### src/rtl/supply_monitor_pkg.sv
// constants and types shared by the supply monitor design
// Summary of operation
// - three-bit trip select: 000 is 2.0 V up to 111 at 4.0 V
// - bit 5 reads 1 while supply is below the selected threshold
// - bit 4 enables the detector; 0 powers the detector down
// - bits 7, 6 and 3 read zero and ignore writes
// - enabling the detector also enables its internal reference
// - request flag sets after the qualifying delay of a low flag, or when software writes it to 1
// - setting the request flag wakes the core from sleep and idle
// - vectored irq needs global, own, group enables and stack room
// - servicing clears global enable and group request, not own flag
// - wake-up follows a rising request flag, whatever the enables
package supply_monitor_pkg;
   // register byte addresses
   localparam logic [7:0] ctrl_addr = 8'h00;
   localparam logic [7:0] irq_ctrl_addr = 8'h04;
   localparam logic [7:0] status_addr = 8'h08;
   localparam logic [7:0] mask_addr = 8'h0c;
   // control register fields
   localparam int flag_bit = 5;
   localparam int enable_bit = 4;
   localparam int level_lsb = 0;
   localparam int level_w = 3;
   localparam logic [7:0] ctrl_write_mask = 8'h17;
   localparam logic [7:0] ctrl_reset = 8'h00;
   // irq control register fields
   localparam int req_bit = 0;
   localparam int own_en_bit = 1;
   localparam int group_en_bit = 2;
   localparam int global_en_bit = 3;
   localparam int group_req_bit = 4;
   // status register fields
   localparam int st_request_bit = 0;
   localparam int st_wake_bit = 1;
   localparam int st_vector_bit = 2;
   localparam int st_w = 3;
   // qualifying delay
   localparam int clk_mhz = 20;
   localparam int qualify_us = 20;
   localparam int qualify_cycles = qualify_us * clk_mhz;
   localparam int cnt_w = 16;
   // axi responses
   localparam logic [1:0] resp_okay = 2'b00;
   localparam logic [1:0] resp_slverr = 2'b10;

   typedef enum logic [1:0] {qual_idle, qual_count, qual_done} qual_state_e;

   function automatic logic [7:0] ctrl_image(input logic [7:0] stored,
                                             input logic flag);
      logic [7:0] img;
      img = stored & ctrl_write_mask;
      img[flag_bit] = flag;
      return img;
   endfunction
endpackage

### src/rtl/level_sync.sv
// two-stage synchroniser for the comparator output
`timescale 1ns/10ps
module level_sync
(
   // clock and reset
   input wire logic aclk,
   input wire logic aresetn,
   // level in and out
   input wire logic raw_in,
   output logic sync_out
);
   typedef struct packed
   {
      logic stage1;
      logic stage2;
   } sync_s;
   sync_s r;
   sync_s next_r;

   always_comb
   begin
      next_r.stage1 = raw_in;
      next_r.stage2 = r.stage1;
   end

   always_ff @(posedge aclk)
   begin
      if (!aresetn)
         r <= '0;
      else
         r <= next_r;
   end

   assign sync_out = r.stage2;
endmodule // level_sync

### src/rtl/qualify_timer.sv
// qualifying-delay timer that arms the undervoltage request
`timescale 1ns/10ps
module qualify_timer
   import supply_monitor_pkg::*;
(
   // clock and reset
   input wire logic aclk,
   input wire logic aresetn,
   // control
   input wire logic enable,
   input wire logic low_flag,
   input wire logic [cnt_w-1:0] delay_cycles,
   // result
   output logic fire
);
   typedef struct packed
   {
      qual_state_e state;
      logic [cnt_w-1:0] count;
      logic fire;
   } qual_s;
   qual_s r;
   qual_s next_r;

   always_comb
   begin
      next_r = r;
      next_r.fire = 1'b0;
      if (!enable || !low_flag)
      begin
         // any return above threshold restarts the delay
         next_r.state = qual_idle;
         next_r.count = '0;
      end
      else
      begin
         case (r.state)
            qual_idle:
            begin
               next_r.state = qual_count;
               next_r.count = cnt_w'(1);
            end
            qual_count:
            begin
               if (r.count >= delay_cycles)
               begin
                  next_r.state = qual_done;
                  next_r.fire = 1'b1;
               end
               else
                  next_r.count = r.count + cnt_w'(1);
            end
            qual_done: next_r.state = qual_done;
            default: next_r.state = qual_idle;
         endcase
      end
   end

   always_ff @(posedge aclk)
   begin
      if (!aresetn)
         r <= '{qual_idle, '0, 1'b0};
      else
         r <= next_r;
   end

   assign fire = r.fire;
endmodule // qualify_timer

### src/rtl/supply_monitor.sv
// undervoltage detector control, status, interrupt and wake logic
`timescale 1ns/10ps
module supply_monitor
#(
   parameter int qualify_delay = supply_monitor_pkg::qualify_cycles
)
(
   // clock and reset
   input wire logic aclk,
   input wire logic aresetn,
   // axi4-lite write address
   input wire logic [7:0] s_axi_awaddr,
   input wire logic s_axi_awvalid,
   output logic s_axi_awready,
   // axi4-lite write data
   input wire logic [31:0] s_axi_wdata,
   input wire logic [3:0] s_axi_wstrb,
   input wire logic s_axi_wvalid,
   output logic s_axi_wready,
   // axi4-lite write response
   output logic [1:0] s_axi_bresp,
   output logic s_axi_bvalid,
   input wire logic s_axi_bready,
   // axi4-lite read address
   input wire logic [7:0] s_axi_araddr,
   input wire logic s_axi_arvalid,
   output logic s_axi_arready,
   // axi4-lite read data
   output logic [31:0] s_axi_rdata,
   output logic [1:0] s_axi_rresp,
   output logic s_axi_rvalid,
   input wire logic s_axi_rready,
   // analog front end
   input wire logic comparator_low,
   output logic [supply_monitor_pkg::level_w-1:0] trip_level_select,
   output logic detector_power,
   output logic reference_power,
   // core side
   input wire logic stack_full,
   input wire logic irq_serviced,
   output logic irq_vector,
   output logic core_wake,
   output logic irq
);
   import supply_monitor_pkg::*;

   typedef struct packed
   {
      logic awready;
      logic wready;
      logic aw_held;
      logic w_held;
      logic [7:0] aw_addr;
      logic [31:0] w_data;
      logic [3:0] w_strb;
      logic bvalid;
      logic [1:0] bresp;
      logic arready;
      logic rvalid;
      logic [31:0] rdata;
      logic [1:0] rresp;
      logic [7:0] ctrl;
      logic request;
      logic own_en;
      logic group_en;
      logic global_en;
      logic group_req;
      logic request_d;
      logic [st_w-1:0] status;
      logic [st_w-1:0] mask;
      logic vector;
      logic wake;
      logic irq;
      logic det_power;
      logic ref_power;
      logic [level_w-1:0] level;
   } mon_s;
   mon_s r;
   mon_s next_r;

   // register slots, so bus address decode is written once
   typedef enum logic [2:0]
   {
      slot_ctrl,
      slot_irq_ctrl,
      slot_status,
      slot_mask,
      slot_none
   } slot_e;

   logic comp_sync;
   logic qual_fire;
   logic low_flag;

   // the comparator itself is asynchronous to aclk
   level_sync i_level_sync
   (
      .aclk(aclk),
      .aresetn(aresetn),
      .raw_in(comparator_low),
      .sync_out(comp_sync)
   );

   // flag is forced low while the detector is off
   assign low_flag = comp_sync & r.ctrl[enable_bit];

   qualify_timer i_qualify_timer
   (
      .aclk(aclk),
      .aresetn(aresetn),
      .enable(r.ctrl[enable_bit]),
      .low_flag(low_flag),
      .delay_cycles(cnt_w'(qualify_delay)),
      .fire(qual_fire)
   );

   function automatic logic [31:0] merge(input logic [31:0] old,
                                         input logic [31:0] data,
                                         input logic [3:0] strb);
      logic [31:0] res;
      res = old;
      for (int i = 0; i < 4; i++)
         if (strb[i])
            res[i*8 +: 8] = data[i*8 +: 8];
      return res;
   endfunction

   function automatic logic [7:0] irq_image(input mon_s s);
      logic [7:0] img;
      img = '0;
      img[req_bit] = s.request;
      img[own_en_bit] = s.own_en;
      img[group_en_bit] = s.group_en;
      img[global_en_bit] = s.global_en;
      img[group_req_bit] = s.group_req;
      return img;
   endfunction

   // one decoder for both channels keeps the two maps in step
   function automatic slot_e decode_slot(input logic [7:0] addr);
      slot_e slot;
      case (addr)
         ctrl_addr: slot = slot_ctrl;
         irq_ctrl_addr: slot = slot_irq_ctrl;
         status_addr: slot = slot_status;
         mask_addr: slot = slot_mask;
         default: slot = slot_none;
      endcase
      return slot;
   endfunction

   // read image of one slot; unmapped slots read as zero
   function automatic logic [31:0] read_word(input mon_s s,
                                             input slot_e slot,
                                             input logic flag);
      logic [31:0] word;
      case (slot)
         slot_ctrl: word = {24'h0, ctrl_image(s.ctrl, flag)};
         slot_irq_ctrl: word = {24'h0, irq_image(s)};
         slot_status: word = {29'h0, s.status};
         slot_mask: word = {29'h0, s.mask};
         default: word = '0;
      endcase
      return word;
   endfunction

   // bus readies idle high so the first request is taken at once
   function automatic mon_s reset_state();
      mon_s s;
      s = '0;
      s.awready = 1'b1;
      s.wready = 1'b1;
      s.arready = 1'b1;
      s.ctrl = ctrl_reset;
      return s;
   endfunction

   always_comb
   begin
      logic do_write;
      logic [31:0] wv;
      logic [st_w-1:0] events;
      logic [st_w-1:0] w1c;
      logic req_set;
      logic req_clr;
      logic wr_req;
      logic vec_now;
      logic enables_set;
      do_write = 1'b0;
      wv = '0;
      events = '0;
      w1c = '0;
      req_set = 1'b0;
      req_clr = 1'b0;
      wr_req = 1'b0;
      vec_now = 1'b0;
      enables_set = 1'b0;
      next_r = r;

      // write channel: address and data in either order
      // readies stay low until the response is taken, one write at once
      if (s_axi_awvalid && r.awready)
      begin
         next_r.aw_held = 1'b1;
         next_r.aw_addr = s_axi_awaddr;
         next_r.awready = 1'b0;
      end
      if (s_axi_wvalid && r.wready)
      begin
         next_r.w_held = 1'b1;
         next_r.w_data = s_axi_wdata;
         next_r.w_strb = s_axi_wstrb;
         next_r.wready = 1'b0;
      end
      if (r.aw_held && r.w_held && !r.bvalid)
      begin
         do_write = 1'b1;
         next_r.aw_held = 1'b0;
         next_r.w_held = 1'b0;
         next_r.bvalid = 1'b1;
         next_r.bresp = resp_okay;
      end
      if (r.bvalid && s_axi_bready)
      begin
         next_r.bvalid = 1'b0;
         next_r.awready = 1'b1;
         next_r.wready = 1'b1;
      end

      if (do_write)
      begin
         case (decode_slot(r.aw_addr))
            slot_ctrl:
            begin
               wv = merge({24'h0, r.ctrl}, r.w_data, r.w_strb);
               next_r.ctrl = wv[7:0] & ctrl_write_mask;
            end
            slot_irq_ctrl:
            begin
               wv = merge({24'h0, irq_image(r)}, r.w_data, r.w_strb);
               wr_req = 1'b1;
               req_set = wv[req_bit];
               req_clr = !wv[req_bit];
               next_r.own_en = wv[own_en_bit];
               next_r.group_en = wv[group_en_bit];
               next_r.global_en = wv[global_en_bit];
               next_r.group_req = wv[group_req_bit];
            end
            slot_status:
            begin
               // status clears through byte 0 only
               if (r.w_strb[0])
                  w1c = r.w_data[st_w-1:0];
            end
            slot_mask:
            begin
               wv = merge({29'h0, r.mask}, r.w_data, r.w_strb);
               next_r.mask = wv[st_w-1:0];
            end
            default: next_r.bresp = resp_slverr;
         endcase
      end

      // request flag: hardware set wins over software clear
      if (qual_fire)
         next_r.request = 1'b1;
      else if (wr_req && req_clr)
         next_r.request = 1'b0;
      else if (wr_req && req_set)
         next_r.request = 1'b1;
      // delayed copy for the wake edge; both reset low, so no false edge
      next_r.request_d = r.request;

      // wake on any rising request, enables ignored
      next_r.wake = r.request && !r.request_d;

      // every enable and the group request must stand, and the stack
      // must have room, or the core would lose its return address
      enables_set = r.own_en && r.group_en && r.global_en;
      vec_now = r.request && r.group_req && enables_set &&
                !stack_full;
      next_r.vector = vec_now;
      if (irq_serviced)
      begin
         // the core's service clears these, own flag stays
         next_r.global_en = 1'b0;
         next_r.group_req = 1'b0;
      end
      // a new request in the cycle of service must not be lost
      if (qual_fire)
         next_r.group_req = 1'b1;

      events[st_request_bit] = qual_fire;
      events[st_wake_bit] = r.wake;
      events[st_vector_bit] = vec_now && !r.vector;
      next_r.status = (r.status & ~w1c) | events;
      // taken from the next status so irq follows a clear at once
      next_r.irq = |(next_r.status & next_r.mask);

      next_r.det_power = next_r.ctrl[enable_bit];
      next_r.ref_power = next_r.ctrl[enable_bit];
      next_r.level = next_r.ctrl[level_lsb +: level_w];

      // read channel
      // arready stays low until rdata is taken, one read at a time
      if (s_axi_arvalid && r.arready)
      begin
         next_r.arready = 1'b0;
         next_r.rvalid = 1'b1;
         next_r.rresp = resp_okay;
         next_r.rdata = read_word(r, decode_slot(s_axi_araddr), low_flag);
         if (decode_slot(s_axi_araddr) == slot_none)
            next_r.rresp = resp_slverr;
      end
      if (r.rvalid && s_axi_rready)
      begin
         next_r.rvalid = 1'b0;
         next_r.arready = 1'b1;
      end
   end

   always_ff @(posedge aclk)
   begin
      if (!aresetn)
         r <= reset_state();
      else
         r <= next_r;
   end

   assign s_axi_awready = r.awready;
   assign s_axi_wready = r.wready;
   assign s_axi_bresp = r.bresp;
   assign s_axi_bvalid = r.bvalid;
   assign s_axi_arready = r.arready;
   assign s_axi_rdata = r.rdata;
   assign s_axi_rresp = r.rresp;
   assign s_axi_rvalid = r.rvalid;
   assign trip_level_select = r.level;
   assign detector_power = r.det_power;
   assign reference_power = r.ref_power;
   assign irq_vector = r.vector;
   assign core_wake = r.wake;
   assign irq = r.irq;
endmodule // supply_monitor

### config.mk
export PLATFORM = sky130hd
export DESIGN_NAME = supply_monitor
export DESIGN_NICKNAME = d
export VERILOG_FILES = /design/src/rtl/supply_monitor_pkg.sv /design/src/rtl/level_sync.sv /design/src/rtl/qualify_timer.sv /design/src/rtl/supply_monitor.sv
export SDC_FILE = /design/constraint.sdc
export NUM_CORES = 1
export LEC_CHECK = 0
export ABC_AREA = 0
export BUFFER_PORTS_ARGS = -buffer_cell sky130_fd_sc_hd__buf_4
export CAP_MARGIN = 20
export CORE_UTILIZATION = 50
export DETAILED_ROUTE_END_ITERATION = 6
export GPL_TIMING_DRIVEN = 0
export HOLD_SLACK_MARGIN = 0.02
export PLACE_DENSITY = 0.8
export SYNTH_ARGS = -nofsm -noshare
export SYNTH_HDL_FRONTEND = slang
export SYNTH_SLANG_ARGS = --single-unit
export TNS_END_PERCENT = 1
### constraint.sdc
create_clock -name aclk -period 2.02 [get_ports aclk]
set_clock_uncertainty 0.2 [all_clocks]
set_input_delay 0.202 -clock aclk [delete_from_list [all_inputs] [get_ports aclk]]
set_output_delay 0.202 -clock aclk [all_outputs]
set_load 0.02 [all_outputs]
==> qor.txt, run 1 <==
Post-synth top area cell: dfxtp_1
Clock Root Buffer: clkbuf_8
Initial Util: 52.6%
DR WL/cell: 12.7 um
Synth Instances: 343
Final period utilization: 98.1%
Die Footprint: 6660 um^2
Min-Delay Path Class: in2reg
Critical Path AT: 2.01 ns
Post-synth EDFFs: 0
CORE AREA: 6030 um^2
Die W: 81.6 um
Layout cells sized above 1: 27.0%
Cells on worst reg2reg path: 5
Clk slew on worst S/H paths: 0.07 ns
Port-buffer cells: 51
Pins Over Slew Limit: 0
Outcome: finished, final reports clean
Synthesized area per cell: 9.24 um^2
Maximum operating frequency: 505 MHz
Clock H-tree levels: 3
Unique masters post-synth: 40
Initial antenna violation count: 0
Placed inst area: 3740 um^2
CTS tree: yes
Slowest CP cell: dfxtp_1
Global-route usage over all layers: 21.9%
WHS Path Cells: 3
Global route total overflow: 0
Synth Warn #: 0
Crit-path max cell delay: 0.34 ns
Pin count of the biggest net entering global routing: 12
Worst-Skew Late Latency: 0.34 ns
Async SR Flop Fraction: 0%
Post-DRT Antenna Nets: 0
Pwr Total: 0.00279 W
Die H: 81.6 um
Top cell types by occurrence after synthesis: dfxtp_1, buf_4, nand2_1, nand3_1, nor2b_1
Dpl hpwl: 4.84 mm
TritonCTS Buffers: 9
Worst setup EP type: flop
# rows: 28
Startpoint types: flop
Synth Register Bits: 70
Critical path type: reg2reg
Global-route wire length before repair: 10.9 mm
Drt pass-1 iters: 4
Fin. Hold Viols: 0
VDD IR max: 0.457 mV
Most common cell in the netlist: dfxtp_1
Synth top area share: 44.2%
Synth area leaders: dfxtp_1, buf_4, mux2i_1
P per Cell Area: 671 nW/um^2
Reg2reg setup slack: 0.04 ns
Seq/Total Area, Yosys: 44.2%
CTS Sinks: 70
Diodes inserted: 0
Vias/cell: 4.84
TNS Setup: 0 ns
Max FO, Critical Path: 3
Routed vias: 2588
Iteration-0 DRC Markers: 155
Nets: 521
CP Data Required Time: 2.05 ns
Max cap viols: 0
Boundary Pins: 111
Fin crit period: 1.98 ns
Synthesized area: 3170 um^2
Final setup viols: 0
Final core utilization: 69.1%
Leakage power: 1.88 nW
Unrepaired setup endpoints after global routing: true
Max Root-Sink Buffers: 2
Layout area overhead: 31.3%
Drt drc: 0
Vias in the first global route: 2438
Ys flop type: dfxtp_1
Crit path cell chain: nor4_4 -> nand4_1 -> mux2i_1 -> o21ba_2 -> a221o_1
Finished layout cell area: 4160 um^2
RePlAce Congestion: 0.818
Final WL: 6.82 mm
==> cell usage in the layout, fill, tap and decap left out, drive strengths merged, types with 12 or more instances in the layout <==
cell         synthesis  final
nand3               24     24
nor2                12     12
nor2b               18     18
clkbuf              11     24
conb                 1     27
nand2               35     35
dfxtp               70     70
dlygate4sd3          0     21
buf                 43     97
and2                14     14
a21boi              17     17
mux2i               15     15
==> routing by layer <==
metal	vias to the layer above	track usage, %	wire (um)
met4	0	9.65	131
met1	1187	26.0	3040
li1	1321	-	-
met2	67	37.8	3320
met5	-	0	0
met3	13	5.11	327
==> final cells by class <==
type | count | area [um^2]
timing repair buffer | 75 | 616
clock buffer | 13 | 169
multi-input combinational | 236 | 1470
buffer | 54 | 362
sequential | 70 | 1400
inverter | 9 | 33.8
fill | 493 | 1860
tap | 75 | 93.8
clock inverter | 3 | 17.5
==> cells by family after synthesis <==
group                      Yosys count  synth area share (%)
and+or+nand+nor                    137                  23.8
DFF                                 70                  44.2
buffers and inverters               63                  12.5
AOI/OAI and AO/OA                   46                  9.79
muxes                               19                  7.22
adders and majority gates            4                  1.58
xor gates and xnor gates             3                 0.829
other                                1                 0.118
==> through the flow <==
stage,std cells,hold WS [ns],setup slack [ns]
6_report,535,0.0275,0.0380
5_1_grt,535,0.0423,-0.0349
4_1_cts,532,0.0224,0.0375
3_5_place_dp,495,0.182,0.0562
3_3_place_gp,495,0.174,0.0970
2_1_floorplan,369,0.0813,0.218
==> path summary, 6_finish.rpt <==
check	startpoint	endpoint
max reg2reg	r[104]$_SDFFE_PN0P_	irq$_SDFF_PN0_
max	r[104]$_SDFFE_PN0P_	irq$_SDFF_PN0_
min reg2reg	r[14]$_SDFF_PN0_	core_wake$_SDFF_PN0_
min	s_axi_araddr[2]	s_axi_rdata[3]$_SDFFE_PN0P_
==> state kept, by name (all words and copies together), names as in the netlist, named ones only <==
register	count
s_axi_awready	1
irq	1
s_axi_bresp	1
i_qualify_timer.fire	1
s_axi_arready	1
irq_vector	1
s_axi_rresp	1
r	31
s_axi_bvalid	1
s_axi_wready	1
i_level_sync.sync_out	1
i_level_sync.next_r	1
s_axi_rvalid	1
next_r	1
core_wake	1
i_qualify_timer.r	18
s_axi_rdata	6
==> what timing repair did <==
action | in CTS | in global routing
hold endpoints to repair | 24 | 0
setup endpoints to repair | 0 | 7
hold buffers | 21 | 0
setup buffers | 0 | 3
gates resized for setup | 0 | 1
==> critical path, delay by kind of cell, from the launching register on <==
kind,cells,cell delay (ns)
mux,1,0.27
compound gates,2,0.45
simple gates,2,0.60
flops,1,0.34
==> power by group <==
group / total (W) / internal [W] / switching [W]
logic: 0.000306 / 0.000156 / 0.000150
clock network: 0.00105 / 0.000543 / 0.000504
registers: 0.00144 / 0.00141 / 0.0000288
No activity file was read; power rests on OpenSTA's default activity.
==> inputs of run 2 (changes only) <==
--- a/config.mk
+++ b/config.mk
@@ -10,9 +10,11 @@
 export CAP_MARGIN = 20
 export CORE_UTILIZATION = 50
 export DETAILED_ROUTE_END_ITERATION = 6
+export GPL_ROUTABILITY_DRIVEN = 0
 export GPL_TIMING_DRIVEN = 0
 export HOLD_SLACK_MARGIN = 0.02
 export PLACE_DENSITY = 0.8
+export RECOVER_POWER = 50
 export SYNTH_ARGS = -nofsm -noshare
 export SYNTH_HDL_FRONTEND = slang
 export SYNTH_SLANG_ARGS = --single-unit
==> run 2 against run 1 <==
Worst setup slack lost 0.0098 ns. Largest power group unchanged. Critical endpoint unchanged. Die area stayed put. Sequential share of layout area is 0.68 points higher.
==> qor.txt, run 2 (same netlist as run 1, synthesis figures left out) <==
Outcome: finished, final reports clean (unchanged)
Layout cells sized above 1: 22.2% (was 27.0%)
TritonCTS Buffers: 9 (unchanged)
Layout area overhead: 28.7% (was 31.3%)
Routed vias: 2574 (was 2588)
Commonest non-fill, non-tap cell in the layout: buf_4 (unchanged)
Clk slew on worst S/H paths: 0.07 ns (about the same)
Finished layout cell area: 4080 um^2 (was 4160 um^2)
Maximum operating frequency: 502 MHz (was 505 MHz)
Final period utilization: 98.6% (was 98.1%)
Critical path type: reg2reg (unchanged)
CTS tree: yes (unchanged)
Leakage power: 1.79 nW (was 1.88 nW)
Iteration-0 DRC Markers: 127 (was 155)
Max layer used: met4 (unchanged)
CP Data Required Time: 2.05 ns (about the same)
WL met1: 3.07 mm (was 3.04 mm)
Global route total overflow: 0 (unchanged)
VDD IR max: 0.457 mV (about the same)
Die Footprint: 6660 um^2 (unchanged)
CTS Sinks: 70 (unchanged)
# rows: 28 (unchanged)
Nets: 521 (unchanged)
WHS Path Cells: 3 (unchanged)
Place WS: 0.0562 ns (unchanged)
Max cap viols: 0 (unchanged)
Max Root-Sink Buffers: 2 (unchanged)
Die H: 81.6 um (unchanged)
Drt drc: 0 (unchanged)
Fin worst setup slack: 0.0282 ns (was 0.0380 ns)
Pins Over Slew Limit: 0 (unchanged)
Final WL: 6.83 mm (was 6.82 mm)
Final core utilization: 67.7% (was 69.1%)
DR WL/cell: 12.8 um (was 12.7 um)
Placed inst area: 3740 um^2 (unchanged)
Max FFs per register: 31 (unchanged)
Pwr Total: 0.00279 W (about the same)
Vias in the first global route: 2438 (unchanged)
Min-Delay Path Class: in2reg (unchanged)
Drt pass-1 iters: 4 (unchanged)
Dpl hpwl: 4.84 mm (unchanged)
Clock Root Buffer: clkbuf_8 (unchanged)
Boundary Pins: 111 (unchanged)
Cells on worst reg2reg path: 5 (unchanged)
Diodes inserted: 0 (unchanged)
Unrepaired setup endpoints after global routing: true (unchanged)
Fill cell count: 501 (was 493)
Global-route usage over all layers: 21.9% (unchanged)
Clock H-tree levels: 3 (unchanged)
Port-buffer cells: 51 (unchanged)
Fin crit period: 1.99 ns (was 1.98 ns)
CORE AREA: 6030 um^2 (unchanged)
Pin count of the biggest net entering global routing: 12 (unchanged)
P per Cell Area: 683 nW/um^2 (was 671 nW/um^2)
Worst setup EP type: flop (unchanged)
Post-DRT Antenna Nets: 0 (unchanged)
Critical Path AT: 2.02 ns (was 2.01 ns)
Fin. Hold Viols: 0 (unchanged)
Worst-Skew Late Latency: 0.34 ns (about the same)
Die W: 81.6 um (unchanged)
Initial antenna violation count: 0 (unchanged)
Commonest cells after routing, fill and taps aside: buf_4, dfxtp_1, nand2_1, clkbuf_1, conb_1 (was buf_4, dfxtp_1, nand2_1, conb_1, nand3_1)
Final setup viols: 0 (unchanged)
Initial Util: 52.6% (unchanged)
Vias/cell: 4.81 (was 4.84)
Startpoint types: flop (unchanged)
TNS Setup: 0 ns (unchanged)
Global-route wire length before repair: 10.9 mm (unchanged)
Met3 wire length: 326 um (was 327 um)
Wire length on met2: 3.30 mm (was 3.32 mm)
Max FO, Critical Path: 3 (unchanged)
Largest register by flop count: r (unchanged)
-- run 2: cell types whose count changed in the layout (fill, tap and decap cells not counted), sizes merged --
cell	delta
buf	-24
clkbuf	+24
-- run 2: timing repair --
item | in CTS | in global routing
buffers inserted | 0 | 3
gates resized for setup | 0 | 1
endpoints found under the setup margin | 0 | 7
endpoints found under the hold margin | 24 | 0
hold buffers | 21 | 0
-- run 2: worst paths after layout --
path,start,end,slack [ns]
worst min-delay path,s_axi_araddr[2],s_axi_rdata[3]$_SDFFE_PN0P_,0.03
worst max register to register,r[104]$_SDFFE_PN0P_,irq$_SDFF_PN0_,0.03
worst min register to register,r[14]$_SDFF_PN0_,core_wake$_SDFF_PN0_,0.18
worst max-delay path,r[104]$_SDFFE_PN0P_,irq$_SDFF_PN0_,0.03
-- run 2: layout make-up --
cell class                 count  area (um^2)  area share [%]
multi-input combinational    236         1470            36.0
sequential                    70         1400            34.3
timing repair buffer          75          533            13.1
buffer                        54          362            8.86
clock buffer                  13          169            4.14
tap                           75         93.8            2.30
inverter                       9         33.8           0.828
clock inverter                 3         17.5           0.429
-- run 2: metrics by stage --
stage	std cells	hold slack, ns
2_1_floorplan	369	0.0813
3_3_place_gp	495	0.174
3_5_place_dp	495	0.182
4_1_cts	532	0.0224
5_1_grt	535	0.0423
6_report	535	0.0258
-- run 2: layer usage --
layer	track usage (%)	vias to the layer above
met1	26.0	1170
li1	-	1321
met5	0	-
met4	9.65	0
met2	37.8	70
met3	5.11	13
-- run 2: worst max-delay path: stages (launching register included) --
cell	delay, ns
dfxtp_1	0.35
nor4_4	0.31
nand4_1	0.29
mux2i_1	0.27
o21ba_2	0.19
a221o_1	0.26
-- run 2: where the power goes --
group / leakage [nW] / switching, W / internal, W
clock: 0.0954 / 0.000506 / 0.000543
combinational: 1.12 / 0.000150 / 0.000147
sequential: 0.568 / 0.0000287 / 0.00141
==> inputs of run 3 (changes only) <==
--- a/config.mk
+++ b/config.mk
@@ -5,7 +5,7 @@
 export SDC_FILE = /design/constraint.sdc
 export NUM_CORES = 1
 export LEC_CHECK = 0
-export ABC_AREA = 0
+export ABC_AREA = 1
 export BUFFER_PORTS_ARGS = -buffer_cell sky130_fd_sc_hd__buf_4
 export CAP_MARGIN = 20
 export CORE_UTILIZATION = 50
==> constraint.sdc (replaced) <==
create_clock -name aclk -period 2.02 [get_ports aclk]
set_clock_uncertainty 0.2 [all_clocks]
set_input_delay 0.303 -clock aclk [delete_from_list [all_inputs] [get_ports aclk]]
set_output_delay 0.303 -clock aclk [all_outputs]
set_load 0.02 [all_outputs]
==> run 3 against run 2 <==
The run now ends with design-rule violations left. Global-route usage is 1.3 points lower. Clock power is 10% lower. Total power is 2.4% lower. Core utilization is 4.5 points lower. Non-clock buffer count is 21 lower. Final cell count is 16% higher. Sequential power hardly changed. Sequential cell count stayed put. Routed wire length is 0.26% higher. Design area is 1.6% lower. Largest power group unchanged.
==> qor.txt, run 3 <==
Unique masters post-synth: 30 (was 40)
TritonCTS Buffers: 9 (unchanged)
Vias in the first global route: 2629 (was 2438)
Max FFs per register: 31 (unchanged)
Postcts setup bufs: 0 (unchanged)
Synth Register Bits: 70 (unchanged)
Port-buffer cells: 53 (was 51)
Place WS: 0.386 ns (was 0.0562 ns)
VDD IR max: 0.570 mV (was 0.457 mV)
Global Route met3 Usage: 5.96% (was 5.11%)
Pin count of the biggest net entering global routing: 11 (was 12)
Synth Area in XOR/XNOR: 0.535% (was 0.829%)
Fin crit period: 1.69 ns (was 1.99 ns)
Commonest non-fill, non-tap cell in the layout: nand2_1 (was buf_4)
CTS resizes: 0 (unchanged)
Layout area overhead: 22.6% (was 28.7%)
DR WL/cell: 11.0 um (was 12.8 um)
Routed vias: 2943 (was 2574)
Layout cells sized above 1: 20.9% (was 22.2%)
Initial antenna violation count: 0 (unchanged)
Internal: 0.00202 W (was 0.00210 W)
Die H: 82.9 um (was 81.6 um)
Post-synthesis compound-gate area fraction: 12.3% (was 9.79%)
Seq/Total Area, Yosys: 42.8% (was 44.2%)
Max Root-Sink Buffers: 2 (unchanged)
CP Data Required Time: 2.11 ns (was 2.05 ns)
CORE AREA: 6350 um^2 (was 6030 um^2)
Synthesized area: 3280 um^2 (was 3170 um^2)
Critical path type: in2reg (was reg2reg)
Post-synthesis simple-gate area fraction: 24.6% (was 23.8%)
Post-synth top area cell: dfxtp_1 (unchanged)
Adder-cell share of the synthesized area: 1.53% (was 1.58%)
Dpl hpwl: 5.23 mm (was 4.84 mm)
Most common cell in the netlist: nand2_1 (was dfxtp_1)
Synth Warn #: 0 (unchanged)
Synthesized area per cell: 7.33 um^2 (was 9.24 um^2)
Hold buffers post-CTS: 5 (was 21)
# rows: 29 (was 28)
Clock power share: 34.6% (was 37.7%)
Unrepaired setup endpoints after global routing: false (was true)
Most used routing layer: met2 (unchanged)
Synth area leaders: dfxtp_1, nand2_1, buf_4 (was dfxtp_1, buf_4, mux2i_1)
Nets: 608 (was 521)
Top cell types by occurrence after synthesis: nand2_1, dfxtp_1, inv_1, a21oi_1 (was dfxtp_1, buf_4, nand2_1, nand3_1, nor2b_1)
P per Cell Area: 677 nW/um^2 (was 683 nW/um^2)
Met2 Usage GRT: 33.5% (was 37.8%)
Measured slew at the worst slew-check pin: 0.529 ns
Maximum operating frequency: 591 MHz (was 502 MHz)
Initial Util: 51.6% (was 52.6%)
Switching share of total power: 25.6% (was 24.6%)
Vias/cell: 4.73 (was 4.81)
Drt drc: 2 (was 0)
Post-DRT Antenna Nets: 0 (unchanged)
Fill cell count: 586 (was 501)
Post-Place Cells: 603 (was 495)
Non-Filler Instances: 622 (was 535)
Fin. Hold Viols: 0 (unchanged)
Post-synth EDFFs: 0 (unchanged)
Synth Instances: 447 (was 343)
Clk slew on worst S/H paths: 0.07 ns (about the same)
CTS tree: yes (unchanged)
Min-Delay Path Class: in2reg (unchanged)
Critical Path AT: 1.78 ns (was 2.02 ns)
Die W: 82.9 um (was 81.6 um)
Final WL: 6.85 mm (was 6.83 mm)
Ys flop type: dfxtp_1 (unchanged)
Failing checks: design-rule violations
Max FO, Critical Path: 2 (was 3)
Sequential power share: 53.6% (was 51.7%)
Global-route usage over all layers: 20.7% (was 21.9%)
Pins Over Slew Limit: 0 (unchanged)
CTS Sinks: 70 (unchanged)
Switch Pwr: 0.000696 W (was 0.000685 W)
Die Footprint: 6880 um^2 (was 6660 um^2)
Synth top area share: 42.8% (was 44.2%)
Worst setup EP type: flop (unchanged)
Largest register by flop count: r (unchanged)
Routing usage on met1: 26.3% (was 26.0%)
Clock Root Buffer: clkbuf_8 (unchanged)
Worst-Skew Late Latency: 0.34 ns (about the same)
Relative max-transition margin: 64.7%
TNS Setup: 0 ns (unchanged)
Global route total overflow: 0 (unchanged)
Diodes inserted: 0 (unchanged)
Async SR Flop Fraction: 0% (unchanged)
Startpoint types: input port (was flop)
Max cap viols: 0 (unchanged)
Global-route wire length before repair: 11.6 mm (was 10.9 mm)
Final setup viols: 0 (unchanged)
Drt pass-1 iters: 7 (was 4)
Outcome: finished, violations left (was finished, final reports clean)
Comb power frac: 11.8% (was 10.7%)
Commonest cells after routing, fill and taps aside: nand2_1, buf_4, dfxtp_1, inv_1, a21oi_1 (was buf_4, dfxtp_1, nand2_1, clkbuf_1, conb_1)
Iteration-0 DRC Markers: 104 (was 127)
Final period utilization: 83.7% (was 98.6%)
Worst hold slack: 0.0256 ns (was 0.0258 ns)
Fin worst setup slack: 0.329 ns (was 0.0282 ns)
Boundary Pins: 111 (unchanged)
Largest family of logic cells by synthesized area: simple AND/OR/NAND/NOR gates (unchanged)
Pwr Total: 0.00272 W (was 0.00279 W)
Leakage power: 1.84 nW (was 1.79 nW)
Mux cell area share after synthesis: 0% (was 7.22%)
Clock H-tree levels: 3 (unchanged)
[run 3: path summary, 6_finish.rpt]
check | startpoint | slack [ns] | to | cells after the start
max | stack_full | 0.33 | irq$_SDFF_PN0_ | 7
min | s_axi_awaddr[5] | 0.03 | r[108]$_SDFFE_PN0P_ | 3
max reg2reg | i_qualify_timer.r[18]$_SDFFE_PP0P_ | 0.37 | i_qualify_timer.r[4]$_SDFFE_PP0P_ | 8
min reg2reg | r[14]$_SDFF_PN0_ | 0.20 | core_wake$_SDFF_PN0_ | 1
[run 3: worst max-delay path, stage by stage]
cell	delay (ns)
dlygate4sd3_1	0.54
buf_4	0.14
nor4_1	0.44
nand2_1	0.13
nand2_1	0.09
nand3_1	0.06
nand2_1	0.08
[run 3: layer usage]
metal	routed length (um)	up-vias
li1	-	1555
met1	3320	1313
met2	3140	70
met3	316	5
met4	68	0
met5	0	-
[run 3: cell type report]
| type | instances | area (um^2) | area share [%] |
|---|---|---|---|
| plain buffers | 50 | 355 | 8.85 |
| clock buffers | 12 | 145 | 3.61 |
| clock inverters | 2 | 10.0 | 0.249 |
| inverters | 63 | 236 | 5.89 |
| multi-input cells | 290 | 1380 | 34.3 |
| flip-flops and latches | 70 | 1400 | 34.9 |
| well taps | 77 | 96.3 | 2.40 |
| repair buffers | 58 | 392 | 9.75 |
[run 3: logic make-up after synthesis]
group,Yosys count
buffers and inverters,113
AO/OA/AOI/OAI,78
adder cells (fa/ha/maj),4
AND/OR/NAND/NOR,179
XOR/XNOR,2
other,1
flip-flops,70
[run 3: power groups by stage]
stage | logic (W) | clock network, W | registers [W]
5_1_grt | 0.000352 | 0.00102 | 0.00146
6_report | 0.000320 | 0.000941 | 0.00146
4_1_cts | 0.000327 | 0.000954 | 0.00146
2_1_floorplan | 0.000207 | 0 | 0.00149
3_5_place_dp | 0.000318 | 0 | 0.00149
3_3_place_gp | 0.000312 | 0 | 0.00149
[run 3: stage by stage]
| step | utilization, % | area, um^2 |
|---|---|---|
| after floorplan | - | 3370 |
| after global placement | 60.9 | 3870 |
| after detailed placement | 60.9 | 3870 |
| after CTS | 64.1 | 4070 |
| after global routing | 63.2 | 4020 |
| final | 63.2 | 4020 |
